## config.mk

```make
export PLATFORM = sky130hd
export DESIGN_NAME = dpl_framer
export DESIGN_NICKNAME = d
export VERILOG_FILES = /design/src/logic/dpl_pkg.sv /design/src/logic/dpl_cw_if.sv /design/src/logic/dpl_interleaver.sv /design/src/logic/dpl_framer.sv
export SDC_FILE = /design/constraint.sdc
export NUM_CORES = 2
export LEC_CHECK = 0
export BUFFER_PORTS_ARGS = -buffer_cell sky130_fd_sc_hd__buf_4
export CORE_AREA = 2 2 319 321
export DETAILED_ROUTE_END_ITERATION = 8
export DIE_AREA = 0 0 321 323
export HOLD_SLACK_MARGIN = 0.02
export PLACE_DENSITY = 0.71
export SYNTH_ARGS = -nofsm -noshare
export SYNTH_HDL_FRONTEND = slang
export SYNTH_HIERARCHICAL = 1
export SYNTH_SLANG_ARGS = --single-unit
```

## constraint.sdc

```tcl
create_clock -name pclk -period 13.7 [get_ports pclk]
set_input_delay 0.685 -clock pclk [delete_from_list [all_inputs] [get_ports pclk]]
set_output_delay 0.685 -clock pclk [all_outputs]
set_load 0.02 [all_outputs]
```

## src/logic/dpl_pkg.sv

```systemverilog
/*
 * Shared constants, types and the CRC-32 routine of the downstream link framer.
 * Assumes one clock domain and a 32-bit APB register bus.
 */
package dpl_pkg;

  localparam int CW_BITS = 384;
  localparam int NIBBLES = 96;
  localparam int SUBCARRIERS = 8;
  localparam int SYMS_PER_CW = 12;
  localparam logic [6:0] PRE_LAST_SYM = 7'h07;
  localparam logic [6:0] FRAME_LAST_SYM = 7'h7F;
  localparam logic [3:0] CW_LAST_T = 4'hB;

  // block type codes
  localparam logic [3:0] TYPE_HDR = 4'h9;
  localparam logic [3:0] TYPE_PROBE = 4'hA;
  localparam logic [3:0] TYPE_MGMT = 4'hB;
  localparam logic [3:0] TYPE_PARITY = 4'hC;

  // profile select codes
  localparam logic [1:0] SEL_A = 2'h0;
  localparam logic [1:0] SEL_B = 2'h3;

  // preamble: mask of subcarriers carrying pattern A, patterns msb = first symbol
  localparam logic [7:0] PRE_MASK_A = 8'hE9;
  localparam logic [7:0] PRE_PAT_A = 8'hA3;
  localparam logic [7:0] PRE_PAT_B = 8'h09;

  localparam logic [14:0] BCAST_LO = 15'h7F00;
  localparam logic [14:0] BCAST_HI = 15'h7FF0;

  // header data word layout (64 bits, then 32-bit crc)
  localparam int HDR_TYPE_LSB = 60;
  localparam int HDR_DS_LSB = 58;
  localparam int HDR_US_LSB = 56;
  localparam int HDR_RF_LSB = 48;
  localparam int HDR_DA_LSB = 33;
  localparam int HDR_TS_LSB = 1;

  // register byte offsets
  localparam logic [7:0] REG_CTRL = 8'h00;
  localparam logic [7:0] REG_LINK = 8'h04;
  localparam logic [7:0] REG_HDR = 8'h08;
  localparam logic [7:0] REG_ADDR = 8'h0C;
  localparam logic [7:0] REG_STATUS = 8'h10;
  localparam logic [7:0] REG_TIME = 8'h14;
  localparam logic [7:0] REG_ERR = 8'h18;

  localparam int CTRL_TX_EN = 0;
  localparam int CTRL_PERMIT = 1;
  localparam int CTRL_DS_SW = 2;
  localparam int CTRL_US_SW = 3;

  localparam logic [31:0] CRC_POLY = 32'h04C11DB7;
  localparam logic [31:0] CRC_INIT = 32'hFFFFFFFF;

  typedef enum logic [1:0] {RX_HDR, RX_PROBE, RX_MGMT, RX_PAD} dpl_rx_state_t;

  // msb-first crc-32 over one 64-bit data word, result complemented
  function automatic logic [31:0] dpl_crc32(input logic [63:0] data);
    logic [31:0] c;
    c = CRC_INIT;
    for (int i = 63; i >= 0; i--) begin
      c = (c[31] ^ data[i]) ? ((c << 1) ^ CRC_POLY) : (c << 1);
    end
    return ~c;
  endfunction : dpl_crc32

endpackage : dpl_pkg

```

## src/logic/dpl_cw_if.sv

```systemverilog
/*
 * Carrier between the framer and its nibble interleaver.
 * Assumes both ends run on the framer clock.
 */
`timescale 1ns/1ns
interface dpl_cw_if;
  logic load;
  logic [383:0] cw;
  logic [3:0] t;
  logic [31:0] v;

  modport framer (output load, output cw, output t, input v);
  modport ilv (input load, input cw, input t, output v);
endinterface : dpl_cw_if

```

## src/logic/dpl_interleaver.sv

```systemverilog
/*
 * Holds one codeword as 96 nibbles and presents the eight nibbles of symbol t.
 * Assumes the framer loads a codeword before its first symbol is read.
 */
`timescale 1ns/1ns
module dpl_interleaver
  import dpl_pkg::*;
(
  input wire logic pclk,
  input wire logic presetn,
  dpl_cw_if.ilv port
);

  logic [3:0] mem [NIBBLES];

  genvar i;
  generate
    for (i = 0; i < NIBBLES; i++) begin : g_store
      always_ff @(posedge pclk or negedge presetn) begin
        if (!presetn) begin
          mem[i] <= 4'h0;
        end else if (port.load) begin
          mem[i] <= port.cw[4*i +: 4];
        end
      end
    end
  endgenerate

  genvar f;
  generate
    for (f = 0; f < SUBCARRIERS; f++) begin : g_read
      assign port.v[4*f +: 4] = mem[7'(port.t) + 7'(SYMS_PER_CW * f)];
    end
  endgenerate

endmodule : dpl_interleaver

```

## src/logic/dpl_framer.sv

```systemverilog
/*
 * Downstream link framer: frame build, codeword interleaving, switchover, receive parser.
 * Assumes sym_tick pulses once per OFDM symbol; FEC and scrambler lie outside.
 */
// Local design decisions: the register offsets and the APB slave port.
`timescale 1ns/1ns
module dpl_framer
  import dpl_pkg::*;
(
  input wire logic pclk,
  input wire logic presetn,
  input wire logic [7:0] paddr,
  input wire logic psel,
  input wire logic penable,
  input wire logic pwrite,
  input wire logic [31:0] pwdata,
  output logic [31:0] prdata,
  output logic pready,
  output logic pslverr,
  input wire logic sym_tick,
  input wire logic [383:0] cw_data,
  output logic cw_take,
  output logic tx_sym_valid,
  output logic [6:0] tx_sym_index,
  output logic tx_preamble,
  output logic [31:0] tx_nibbles,
  output logic [7:0] tx_bpsk_neg,
  output logic [95:0] tx_hdr_block,
  output logic tx_hdr_valid,
  output logic tx_ds_profile_b,
  output logic [11:0] tx_link_start,
  input wire logic rx_frame_start,
  input wire logic rx_probe_start,
  input wire logic rx_blk_valid,
  input wire logic [63:0] rx_blk_data,
  input wire logic [31:0] rx_blk_crc,
  output logic rx_probe_valid,
  output logic rx_mgmt_valid,
  output logic [63:0] rx_blk_out,
  output logic rx_ds_profile_b,
  output logic rx_us_profile_b,
  output logic [31:0] local_time
);

  ////////////////////////////////////////////////////////////////////////////
  // register bus

  logic tx_en;
  logic permit;
  logic [14:0] tx_dest;
  logic [7:0] tx_rf_index;
  logic [14:0] own_addr;
  logic [15:0] crc_err_cnt;
  logic [15:0] order_err_cnt;
  logic [1:0] sel [2];
  logic [1:0] busy;
  logic [1:0] sw_req;
  logic bus_wr;
  logic ctrl_wr;
  logic addr_ok;

  assign bus_wr = psel && penable && pready && pwrite;
  assign ctrl_wr = bus_wr && (paddr == REG_CTRL);
  assign addr_ok = (paddr == REG_CTRL) || (paddr == REG_LINK) || (paddr == REG_HDR) ||
                   (paddr == REG_ADDR) || (paddr == REG_STATUS) ||
                   (paddr == REG_TIME) || (paddr == REG_ERR);

  // answer in the first access cycle, wait-state free
  always_ff @(posedge pclk or negedge presetn) begin
    if (!presetn) begin
      pready <= 1'b0;
      pslverr <= 1'b0;
      prdata <= 32'h0;
    end else begin
      pready <= psel && !penable;
      pslverr <= psel && !penable && !addr_ok;
      if (psel && !penable && !pwrite) begin
        case (paddr)
          REG_CTRL: prdata <= {28'h0, sw_req, permit, tx_en};
          REG_LINK: prdata <= {20'h0, tx_link_start};
          REG_HDR: prdata <= {9'h0, tx_rf_index, tx_dest};
          REG_ADDR: prdata <= {17'h0, own_addr};
          REG_STATUS: prdata <= {23'h0, rx_us_profile_b, rx_ds_profile_b,
                                 tx_ds_profile_b, busy, sel[1], sel[0]};
          REG_TIME: prdata <= local_time;
          REG_ERR: prdata <= {order_err_cnt, crc_err_cnt};
          default: prdata <= 32'h0;
        endcase
      end
    end
  end

  always_ff @(posedge pclk or negedge presetn) begin
    if (!presetn) begin
      tx_en <= 1'b0;
      permit <= 1'b0;
      tx_link_start <= 12'h000;
      tx_dest <= 15'h0000;
      tx_rf_index <= 8'h00;
      own_addr <= 15'h0000;
    end else if (bus_wr) begin
      case (paddr)
        REG_CTRL: begin
          tx_en <= pwdata[CTRL_TX_EN];
          permit <= pwdata[CTRL_PERMIT];
        end
        REG_LINK: tx_link_start <= pwdata[11:0];
        REG_HDR: begin
          tx_dest <= pwdata[14:0];
          tx_rf_index <= pwdata[22:15];
        end
        REG_ADDR: own_addr <= pwdata[14:0];
        default: ;
      endcase
    end
  end

  ////////////////////////////////////////////////////////////////////////////
  // transmit symbol sequencing

  dpl_cw_if cwi ();

  dpl_interleaver u_ilv (
    .pclk(pclk),
    .presetn(presetn),
    .port(cwi.ilv)
  );

  logic [6:0] sym_cnt;
  logic [3:0] t_cnt;
  logic step;
  logic frame_tick;
  logic in_pre;
  logic [7:0] pre_col;
  logic [31:0] pre_nib;
  logic [2:0] pre_pos;

  assign step = sym_tick && tx_en;
  assign frame_tick = step && (sym_cnt == 7'h00);
  assign in_pre = (sym_cnt <= PRE_LAST_SYM);
  assign pre_pos = 3'(PRE_LAST_SYM - sym_cnt);

  // preamble column for this symbol, subcarrier 0 in bit 0
  assign pre_col = (PRE_MASK_A & {8{PRE_PAT_A[pre_pos]}}) |
                   (~PRE_MASK_A & {8{PRE_PAT_B[pre_pos]}});

  genvar f;
  generate
    for (f = 0; f < SUBCARRIERS; f++) begin : g_pre
      assign pre_nib[4*f +: 4] = {3'b000, pre_col[f]};
    end
  endgenerate

  // load a codeword one symbol early so the interleaver is ready for its first symbol
  assign cwi.load = step && ((sym_cnt == PRE_LAST_SYM) ||
                    (!in_pre && t_cnt == CW_LAST_T && sym_cnt != FRAME_LAST_SYM));
  assign cwi.cw = cw_data;
  assign cwi.t = t_cnt;

  always_ff @(posedge pclk or negedge presetn) begin
    if (!presetn) begin
      sym_cnt <= 7'h00;
      t_cnt <= 4'h0;
    end else if (!tx_en) begin
      sym_cnt <= 7'h00;
      t_cnt <= 4'h0;
    end else if (sym_tick) begin
      sym_cnt <= sym_cnt + 7'h01;
      if (!in_pre) begin
        t_cnt <= (t_cnt == CW_LAST_T) ? 4'h0 : t_cnt + 4'h1;
      end
    end
  end

  always_ff @(posedge pclk or negedge presetn) begin
    if (!presetn) begin
      tx_sym_valid <= 1'b0;
      tx_sym_index <= 7'h00;
      tx_preamble <= 1'b0;
      tx_nibbles <= 32'h0;
      tx_bpsk_neg <= 8'h00;
      cw_take <= 1'b0;
    end else begin
      tx_sym_valid <= step;
      cw_take <= cwi.load;
      if (step) begin
        tx_sym_index <= sym_cnt;
        tx_preamble <= in_pre;
        if (in_pre) begin
          tx_nibbles <= pre_nib;
          tx_bpsk_neg <= pre_col;
        end else begin
          tx_nibbles <= cwi.v;
          tx_bpsk_neg <= 8'h00;
        end
      end
    end
  end

  ////////////////////////////////////////////////////////////////////////////
  // profile switchover, index 0 downstream, 1 upstream

  logic [1:0] next_sel [2];

  genvar d;
  generate
    for (d = 0; d < 2; d++) begin : g_prof
      logic up;
      logic steady;
      logic up_n;

      assign steady = (sel[d] == SEL_A) || (sel[d] == SEL_B);
      assign up_n = busy[d] ? up : (sel[d] == SEL_A);

      always_comb begin
        next_sel[d] = sel[d];
        if (busy[d] || (sw_req[d] && steady)) begin
          next_sel[d] = up_n ? sel[d] + 2'h1 : sel[d] - 2'h1;
        end
      end

      always_ff @(posedge pclk or negedge presetn) begin
        if (!presetn) begin
          sel[d] <= SEL_A;
          busy[d] <= 1'b0;
          up <= 1'b0;
          sw_req[d] <= 1'b0;
        end else begin
          // software request only after it has refreshed the spare copy
          if (ctrl_wr && pwdata[CTRL_DS_SW + d]) begin
            sw_req[d] <= 1'b1;
          end else if (frame_tick && !busy[d]) begin
            sw_req[d] <= 1'b0;
          end
          if (frame_tick) begin
            sel[d] <= next_sel[d];
            up <= up_n;
            busy[d] <= (next_sel[d] != SEL_A) && (next_sel[d] != SEL_B);
          end
        end
      end
    end
  endgenerate

  // active from the frame after the final value is announced
  always_ff @(posedge pclk or negedge presetn) begin
    if (!presetn) begin
      tx_ds_profile_b <= 1'b0;
    end else if (frame_tick) begin
      if (sel[0] == SEL_B) begin
        tx_ds_profile_b <= 1'b1;
      end else if (sel[0] == SEL_A) begin
        tx_ds_profile_b <= 1'b0;
      end
    end
  end

  // header data word; the parity, probe and message blocks come from outside
  logic [63:0] hdr_data;
  assign hdr_data = {TYPE_HDR, next_sel[0], next_sel[1], tx_rf_index, tx_dest,
                     local_time, 1'b0};

  always_ff @(posedge pclk or negedge presetn) begin
    if (!presetn) begin
      tx_hdr_block <= 96'h0;
      tx_hdr_valid <= 1'b0;
    end else begin
      tx_hdr_valid <= frame_tick;
      if (frame_tick) begin
        tx_hdr_block <= {hdr_data, dpl_crc32(hdr_data)};
      end
    end
  end

  ////////////////////////////////////////////////////////////////////////////
  // receive block parser

  dpl_rx_state_t rx_state;
  logic [3:0] rx_type;
  logic [14:0] rx_da;
  logic crc_ok;
  logic da_match;
  logic frame_addr_ok;
  logic [1:0] rx_us_sel;
  logic [1:0] rx_ds_sel;
  logic [7:0] rx_frame_idx;
  logic [7:0] pend_rf;
  logic pend_us;
  logic pend_val;
  logic armed;
  logic load_time;

  assign rx_type = rx_blk_data[HDR_TYPE_LSB +: 4];
  assign rx_da = rx_blk_data[HDR_DA_LSB +: 15];
  assign crc_ok = (dpl_crc32(rx_blk_data) == rx_blk_crc);
  assign da_match = (rx_da == own_addr) ||
                    ((rx_da >= BCAST_LO) && (rx_da <= BCAST_HI));
  assign load_time = rx_blk_valid && crc_ok && rx_state == RX_HDR &&
                     rx_type == TYPE_HDR && da_match && !permit;

  always_ff @(posedge pclk or negedge presetn) begin
    if (!presetn) begin
      local_time <= 32'h0;
    end else if (load_time) begin
      local_time <= rx_blk_data[HDR_TS_LSB +: 32];
    end else begin
      local_time <= local_time + 32'h1;
    end
  end

  always_ff @(posedge pclk or negedge presetn) begin
    if (!presetn) begin
      rx_state <= RX_HDR;
      frame_addr_ok <= 1'b0;
      rx_probe_valid <= 1'b0;
      rx_mgmt_valid <= 1'b0;
      rx_blk_out <= 64'h0;
      crc_err_cnt <= 16'h0;
      order_err_cnt <= 16'h0;
    end else begin
      rx_probe_valid <= 1'b0;
      rx_mgmt_valid <= 1'b0;
      if (rx_frame_start) begin
        rx_state <= RX_HDR;
        frame_addr_ok <= 1'b0;
      end else if (rx_blk_valid && !crc_ok) begin
        crc_err_cnt <= crc_err_cnt + 16'h1;
      end else if (rx_blk_valid) begin
        rx_blk_out <= rx_blk_data;
        case (rx_state)
          RX_HDR: begin
            if (rx_type == TYPE_HDR) begin
              frame_addr_ok <= da_match;
              rx_state <= RX_PROBE;
            end else begin
              order_err_cnt <= order_err_cnt + 16'h1;
            end
          end
          RX_PROBE: begin
            if (rx_type == TYPE_PROBE) begin
              rx_probe_valid <= 1'b1;
              rx_state <= RX_MGMT;
            end else begin
              order_err_cnt <= order_err_cnt + 16'h1;
            end
          end
          RX_MGMT: begin
            // any number until the parity block
            if (rx_type == TYPE_MGMT) begin
              rx_mgmt_valid <= frame_addr_ok;
            end else if (rx_type == TYPE_PARITY) begin
              rx_state <= RX_PAD;
            end else begin
              order_err_cnt <= order_err_cnt + 16'h1;
            end
          end
          RX_PAD: ;
          default: rx_state <= RX_HDR;
        endcase
      end
    end
  end

  // unit side profile copies
  always_ff @(posedge pclk or negedge presetn) begin
    if (!presetn) begin
      rx_ds_sel <= SEL_A;
      rx_us_sel <= SEL_A;
      rx_ds_profile_b <= 1'b0;
      rx_us_profile_b <= 1'b0;
      rx_frame_idx <= 8'h00;
      pend_rf <= 8'h00;
      pend_us <= 1'b0;
      pend_val <= 1'b0;
      armed <= 1'b0;
    end else begin
      if (rx_blk_valid && crc_ok && rx_state == RX_HDR && rx_type == TYPE_HDR) begin
        rx_ds_sel <= rx_blk_data[HDR_DS_LSB +: 2];
        rx_us_sel <= rx_blk_data[HDR_US_LSB +: 2];
        if ((rx_blk_data[HDR_US_LSB +: 2] == SEL_B) != rx_us_profile_b &&
            (rx_blk_data[HDR_US_LSB +: 2] == SEL_A ||
             rx_blk_data[HDR_US_LSB +: 2] == SEL_B)) begin
          pend_us <= 1'b1;
          pend_val <= (rx_blk_data[HDR_US_LSB +: 2] == SEL_B);
          pend_rf <= rx_blk_data[HDR_RF_LSB +: 8];
          armed <= 1'b0;
        end
      end
      if (rx_frame_start) begin
        rx_frame_idx <= rx_frame_idx + 8'h1;
        if (pend_us && rx_frame_idx == pend_rf) begin
          armed <= 1'b1;
        end
        if (rx_ds_sel == SEL_B) begin
          rx_ds_profile_b <= 1'b1;
        end else if (rx_ds_sel == SEL_A) begin
          rx_ds_profile_b <= 1'b0;
        end
      end
      if (rx_probe_start && armed) begin
        rx_us_profile_b <= pend_val;
        pend_us <= 1'b0;
        armed <= 1'b0;
      end
    end
  end

endmodule : dpl_framer

```

# Word-level counts from Yosys, hierarchy flattened
# Memories as Yosys holds them, arrays and structs flattened.
# Index checks and enable logic that the tools add are counted.
# op_classes
div	0
addsub	18
magnitude_cmp	12
n_mux	210
eq_ne	36
multipliers	0
shift	0
n_reduce_logical	85
bitwise_logic	256
# ops
cell	count
$mux W27	124
$not A14 Y14	122
$bmux W4 S7	8
$pmux W32 S7	1
$xor A1 B1 Y1	111
$mux W4	20
$ge A8 B8 Y1 const B	8
$mux W16	4
$mux W32	2
$not A32 Y32	2
$not A7 Y8	7
$pmux W16 S3	1
$mux W1	35
$add A16 B1 Y16 const B	2
$add A32 B1 Y32 const B	1
$eq A32 B32 Y1	1
$logic_and A1 B1 Y1	30
$eq A8 B5 Y1 const B	3
$mux W2	11
$reduce_bool A2 Y1	11
$add A4 B6 Y7 const B	3
$eq A4 B4 Y1 const B	5
$reduce_and A2 Y1	10
$ne A2 B2 Y1 const B	9
other kinds (42)	86
# totals
in_bits	529
latch_bits	0
memories	2
register_bits	791
romBits	16
ramBits	0
elab_cells	759
# memory_table
name	words	width	read_ports	rd_ports_with_merged_regs	wr	line	rtl
(no name shown)	8	1	1	0	0	dpl_framer.sv:145	(~PRE_MASK_A & {8{PRE_PAT_B[pre_pos]}});
(no name shown)	8	1	1	0	0	dpl_framer.sv:144	assign pre_col = (PRE_MASK_A & {8{PRE_PAT_A[pre_pos]}}) |

# Logic depth before layout (Yosys ltp)
# logic_depth
word_depth	136
depth_mapped	25

# By module
# The synthesis kept the hierarchy.
# modules_own_cells
mod	cells_per_inst	instances	area_each_um2
dpl_framer	2659	1	30518.0
dpl_interleaver	1137	1	18226.2

# Worst setup path before layout
# Ideal clock, no wire load.
# synth_path
kind	input-to-reg
startpoint	in rx_blk_data[62]
endpoint	reg rx_blk_out[27]
t_required_ps	13575
arrival_time_ps	8050
n_path_buf	4
path_stages	23
setup_slack_ps	5525
cell_sequence	buf_4 > inv_1 > ha_1 > buf_2 > xor3_2 > xnor3_1 > xnor3_2 > xnor3_1 > xnor3_1 > xnor3_1 > xnor2_2 > xnor2_2 > xnor3_2 > xnor2_2 > xnor3_1 > xnor2_1 > or3_1 > or4_4 > or3_1 > or2_1 > buf_6 > buf_6 > mux2_4
# synth_via
elab_chain_cells	88
elab_cells_between_ends	182
# synth_lines
element	line	rtl
start, declared	dpl_framer.sv:35	input wire logic [63:0] rx_blk_data,
$xor A1 B1 Y1 *	dpl_pkg.sv:65	c = (c[31] ^ data[i]) ? ((c << 1) ^ CRC_POLY) : (c << 1);
$mux W27 *	dpl_pkg.sv:65	
$not A14 Y14 (no source line)	n/a	
$mux W27	dpl_pkg.sv:65	
$not A14 Y14 (no source line)	n/a	
$mux W27 (2 in a row)	dpl_pkg.sv:65	
$not A14 Y14 (no source line)	n/a	
$mux W27	dpl_pkg.sv:65	
[... 71 more ...]	n/a	
$not A14 Y14 (no source line)	n/a	
$mux W27	dpl_pkg.sv:65	
$not A32 Y32 *	dpl_pkg.sv:67	return ~c;
$eq A32 B32 Y1 *	dpl_framer.sv:295	assign crc_ok = (dpl_crc32(rx_blk_data) == rx_blk_crc);
$logic_not A1 Y1 *	dpl_framer.sv:326	end else if (rx_blk_valid && !crc_ok) begin
$logic_and A1 B1 Y1 *	dpl_framer.sv:326	
$not A1 Y1 (no source line) *	n/a	
$reduce_and A3 Y1 (no source line) *	n/a	
end signal, assigned	dpl_framer.sv:329	rx_blk_out <= rx_blk_data;
end, declared	dpl_framer.sv:39	output logic [63:0] rx_blk_out,
# Every way passes the cells marked *; elsewhere a longest branch is shown, timed or not.
# A chain may end at the register's enable or synchronous reset.

# Worst setup path after layout
# layout_path
startpoint	in rx_blk_data[62]
endpoint	reg rx_blk_out[59]
# Same word-level chain as after synthesis.

==> flow_metrics.env <==
export IMPL_netlist_instances=3796
export IMPL_ys_types=67
export IMPL_clk_path_buf_depth=3
export IMPL_wl_per_cell_um=27.2
export IMPL_drc_errors=0
export IMPL_cts_reportedPaths_clkPinSlew_ps=60
export IMPL_outcome="finished clean"
export IMPL_die_x_um=321
export IMPL_required_ps=14240
export IMPL_finalCritPeriodShare=0.669
export IMPL_root_buffer="clkbuf_16"
export IMPL_cp_arrival_ps=9710
export IMPL_final_antenna_net_count=0
export IMPL_htreeDepth=3
export IMPL_fin_area_um2=58700
export IMPL_core_area_um2=101000
export IMPL_worstSetupPathType="in2reg"
export IMPL_ctsHoldBuffers=0
export IMPL_min_path_type="in2async"
export IMPL_cts_setup_buffers=0
export IMPL_ys_flop_type="dfrtp_1"
export IMPL_fillCellCount=8383
export IMPL_cp_end_kind="flop"
export IMPL_cts_buffers_inserted=88
export IMPL_design_die_area_um2=104000
export IMPL_synth_edf_count=0
export IMPL_initial_utilization=0.484
export IMPL_finalNetCount=5039
export IMPL_cts_resized=0
export IMPL_rsz0062_at_grt="no"
export IMPL_dr_pass1_iters=6
export IMPL_path_max_fanout=35
export IMPL_track_usage=0.306
export IMPL_fmax_ghz=0.109
export IMPL_syn_to_final_growth_pct=20.4
export IMPL_placed_area_um2=55600
export IMPL_slew_headroom=0.140
export IMPL_place_hpwl_mm=124
export IMPL_cts_num_sinks=781
export IMPL_ys_warn_count=6
export IMPL_routabilityCongestion=0.950
export IMPL_ys_seq_area_frac=0.401
export IMPL_wirelength_mm=161
export IMPL_grt_pass1_vias=33600
export IMPL_clk_latency_ps=680
export IMPL_synthArstFlopShare=1.00
export IMPL_critPathLaunchType="input pin"
export IMPL_grt_pass1_wl_mm=232
export IMPL_final_setup_tns_ps=0
export IMPL_fp_dieH_um=323
export IMPL_cap_violations=0
export IMPL_post_route_util=0.583
export IMPL_worst_slew_pin_slew_ps=1290
export IMPL_rows=117
export IMPL_initialDrtViolationCount=3121
export IMPL_antenna_found_initial=46
export IMPL_slew_violations=0
export IMPL_grt_max_degree=166
export IMPL_fin_hold_ws_ps=47.5
export IMPL_boundaryPins=823
export IMPL_vias=33800
export IMPL_setup_violations=0
export IMPL_port_buffers=810
export IMPL_drive_above_1_share=0.369
export IMPL_grt_ovfl_total=0
export IMPL_netlist_area_um2=48700
export IMPL_avgSynthCellArea_um2=12.8
export IMPL_skew_ps=26.2
export IMPL_cts_tree="built"
export IMPL_hold_viol=0
export IMPL_vias_per_cell=5.73
export IMPL_min_period_ps=9160
export IMPL_ys_seq_elements=781
## flip-flops by register name, indices dropped and copies added, names as in the netlist, 8 cells and up
| register | flops |
|---|---|
| tx_rf_index | 8 |
| tx_link_start | 12 |
| tx_dest | 15 |
| order_err_cnt | 16 |
| tx_nibbles | 32 |
| u_ilv/mem | 384 |
| rx_blk_out | 64 |
| rx_frame_idx | 8 |
| crc_err_cnt | 16 |
| tx_hdr_block | 90 |
| own_addr | 15 |
| local_time | 32 |
| prdata | 32 |
| pend_rf | 8 |
## cells by family (layout without fill, tap and decap cells)
group | after synthesis | count (layout) | share of synthesized area
xor gates and xnor gates | 1054 | 1054 | 0.271
DFF | 781 | 781 | 0.401
muxes | 733 | 733 | 0.198
and+or+nand+nor | 690 | 690 | 0.0642
buffers and inverters | 286 | 1044 | 0.0282
AOI/OAI and AO/OA | 227 | 227 | 0.0307
adders and majority gates | 24 | 24 | 0.00616
other | 1 | 42 | 0.0000769
## layout by cell type (no fill, tap or decap), drive strengths merged, types with 12 or more instances in the layout
| master | n |
|---|---|
| buf | 847 |
| dfrtp | 781 |
| mux2 | 560 |
| xnor2 | 535 |
| nand2 | 368 |
| xor2 | 256 |
| xnor3 | 230 |
| clkbuf | 122 |
| mux4 | 121 |
| nand3 | 92 |
| o21ai | 79 |
| nor2 | 66 |
| mux2i | 52 |
| a22oi | 42 |
| inv | 42 |
| diode | 39 |
| xor3 | 33 |
| a21oi | 29 |
| nor3 | 27 |
| nor4 | 25 |
| clkinv | 25 |
| ha | 24 |
| a221oi | 22 |
| and3 | 21 |
| nand4 | 20 |
| nor2b | 14 |
| and2 | 12 |
## Yosys cell counts (all sizes together) (25+ instances only)
cell    count  area share
mux2      560        0.13
buf       107       0.014
xor3       33       0.016
mux4      121       0.056
nand2     368       0.028
nor2       66      0.0051
inv        37      0.0028
xnor2     535        0.10
clkbuf    142       0.011
xor2      256       0.047
mux2i      52       0.011
nand3      92      0.0094
nor4       25      0.0032
a21oi      29      0.0031
a22oi      42      0.0065
dfrtp     781        0.40
o21ai      79      0.0081
xnor3     230        0.11
nor3       27      0.0028
## path summary, 6_finish.rpt
check	from	endpoint	slack (ps)	cells past startpoint
setup / recovery	rx_blk_data[62]	rx_blk_out[59]$_DFFE_PN0P_	4540	21
hold / removal	presetn	u_ilv/mem[247]$_DFFE_PN0P_	50	1
setup reg to reg	sel[0]$_DFFE_PN0P_	tx_hdr_block[5]$_DFFE_PN0P_	5070	19
hold reg to reg	tx_nibbles[1]$_DFFE_PN0P_	tx_nibbles[1]$_DFFE_PN0P_	470	2
max in group asynchronous	presetn	tx_hdr_block[9]$_DFFE_PN0P_	11220	3
min in group pclk	cw_data[285]	u_ilv/mem[97]$_DFFE_PN0P_	230	2
## per-stage QoR
stage / setup slack, ps / std cells
CTS: 4590 / 5865
global placement: 3950 / 5705
detailed placement: 3880 / 5705
floorplan: 5520 / 3798
global route: 4110 / 5902
finish: 4540 / 5904
## layer usage
layer / track usage / routed length, um / up-vias / share of wire
li1: - / - / 14700 / -
met1: 0.409 / 66100 / 17500 / 0.41
met2: 0.473 / 74700 / 1386 / 0.46
met3: 0.0808 / 14300 / 254 / 0.089
met4: 0.130 / 5610 / 16 / 0.035
met5: 0 / 112 / - / 0.00070
## critical path: stages
cell       delay [ps]
buf_4             210
inv_1              90
ha_1              540
xor3_2            530
xnor3_1           480
xnor3_2           560
xnor3_1           470
xnor3_1           400
xnor3_1           420
xnor2_2           360
xnor2_2           250
xor3_1            580
xnor3_1           410
xor2_1            500
xnor3_1           510
mux2_2            280
o2111ai_1         190
or2_2             580
or2_4             600
buf_4             600
mux2_1            390
## layout make-up
class | instances | area [um2] | share of cell area
Timing Repair Buffer | 847 | 6400 | 0.109
Multi-Input combinational cell | 2731 | 27900 | 0.475
Inverter | 37 | 139 | 0.00237
Antenna cell | 39 | 97.6 | 0.00166
Clock buffer | 122 | 2520 | 0.0430
Tap cell | 1309 | 1640 | 0.0279
Clock inverter | 38 | 473 | 0.00806
Sequential cell | 781 | 19600 | 0.333
Power is left out: the tool's default activity adds up to more than one toggle a clock period on the data nets, which glitch-free logic cannot reach.
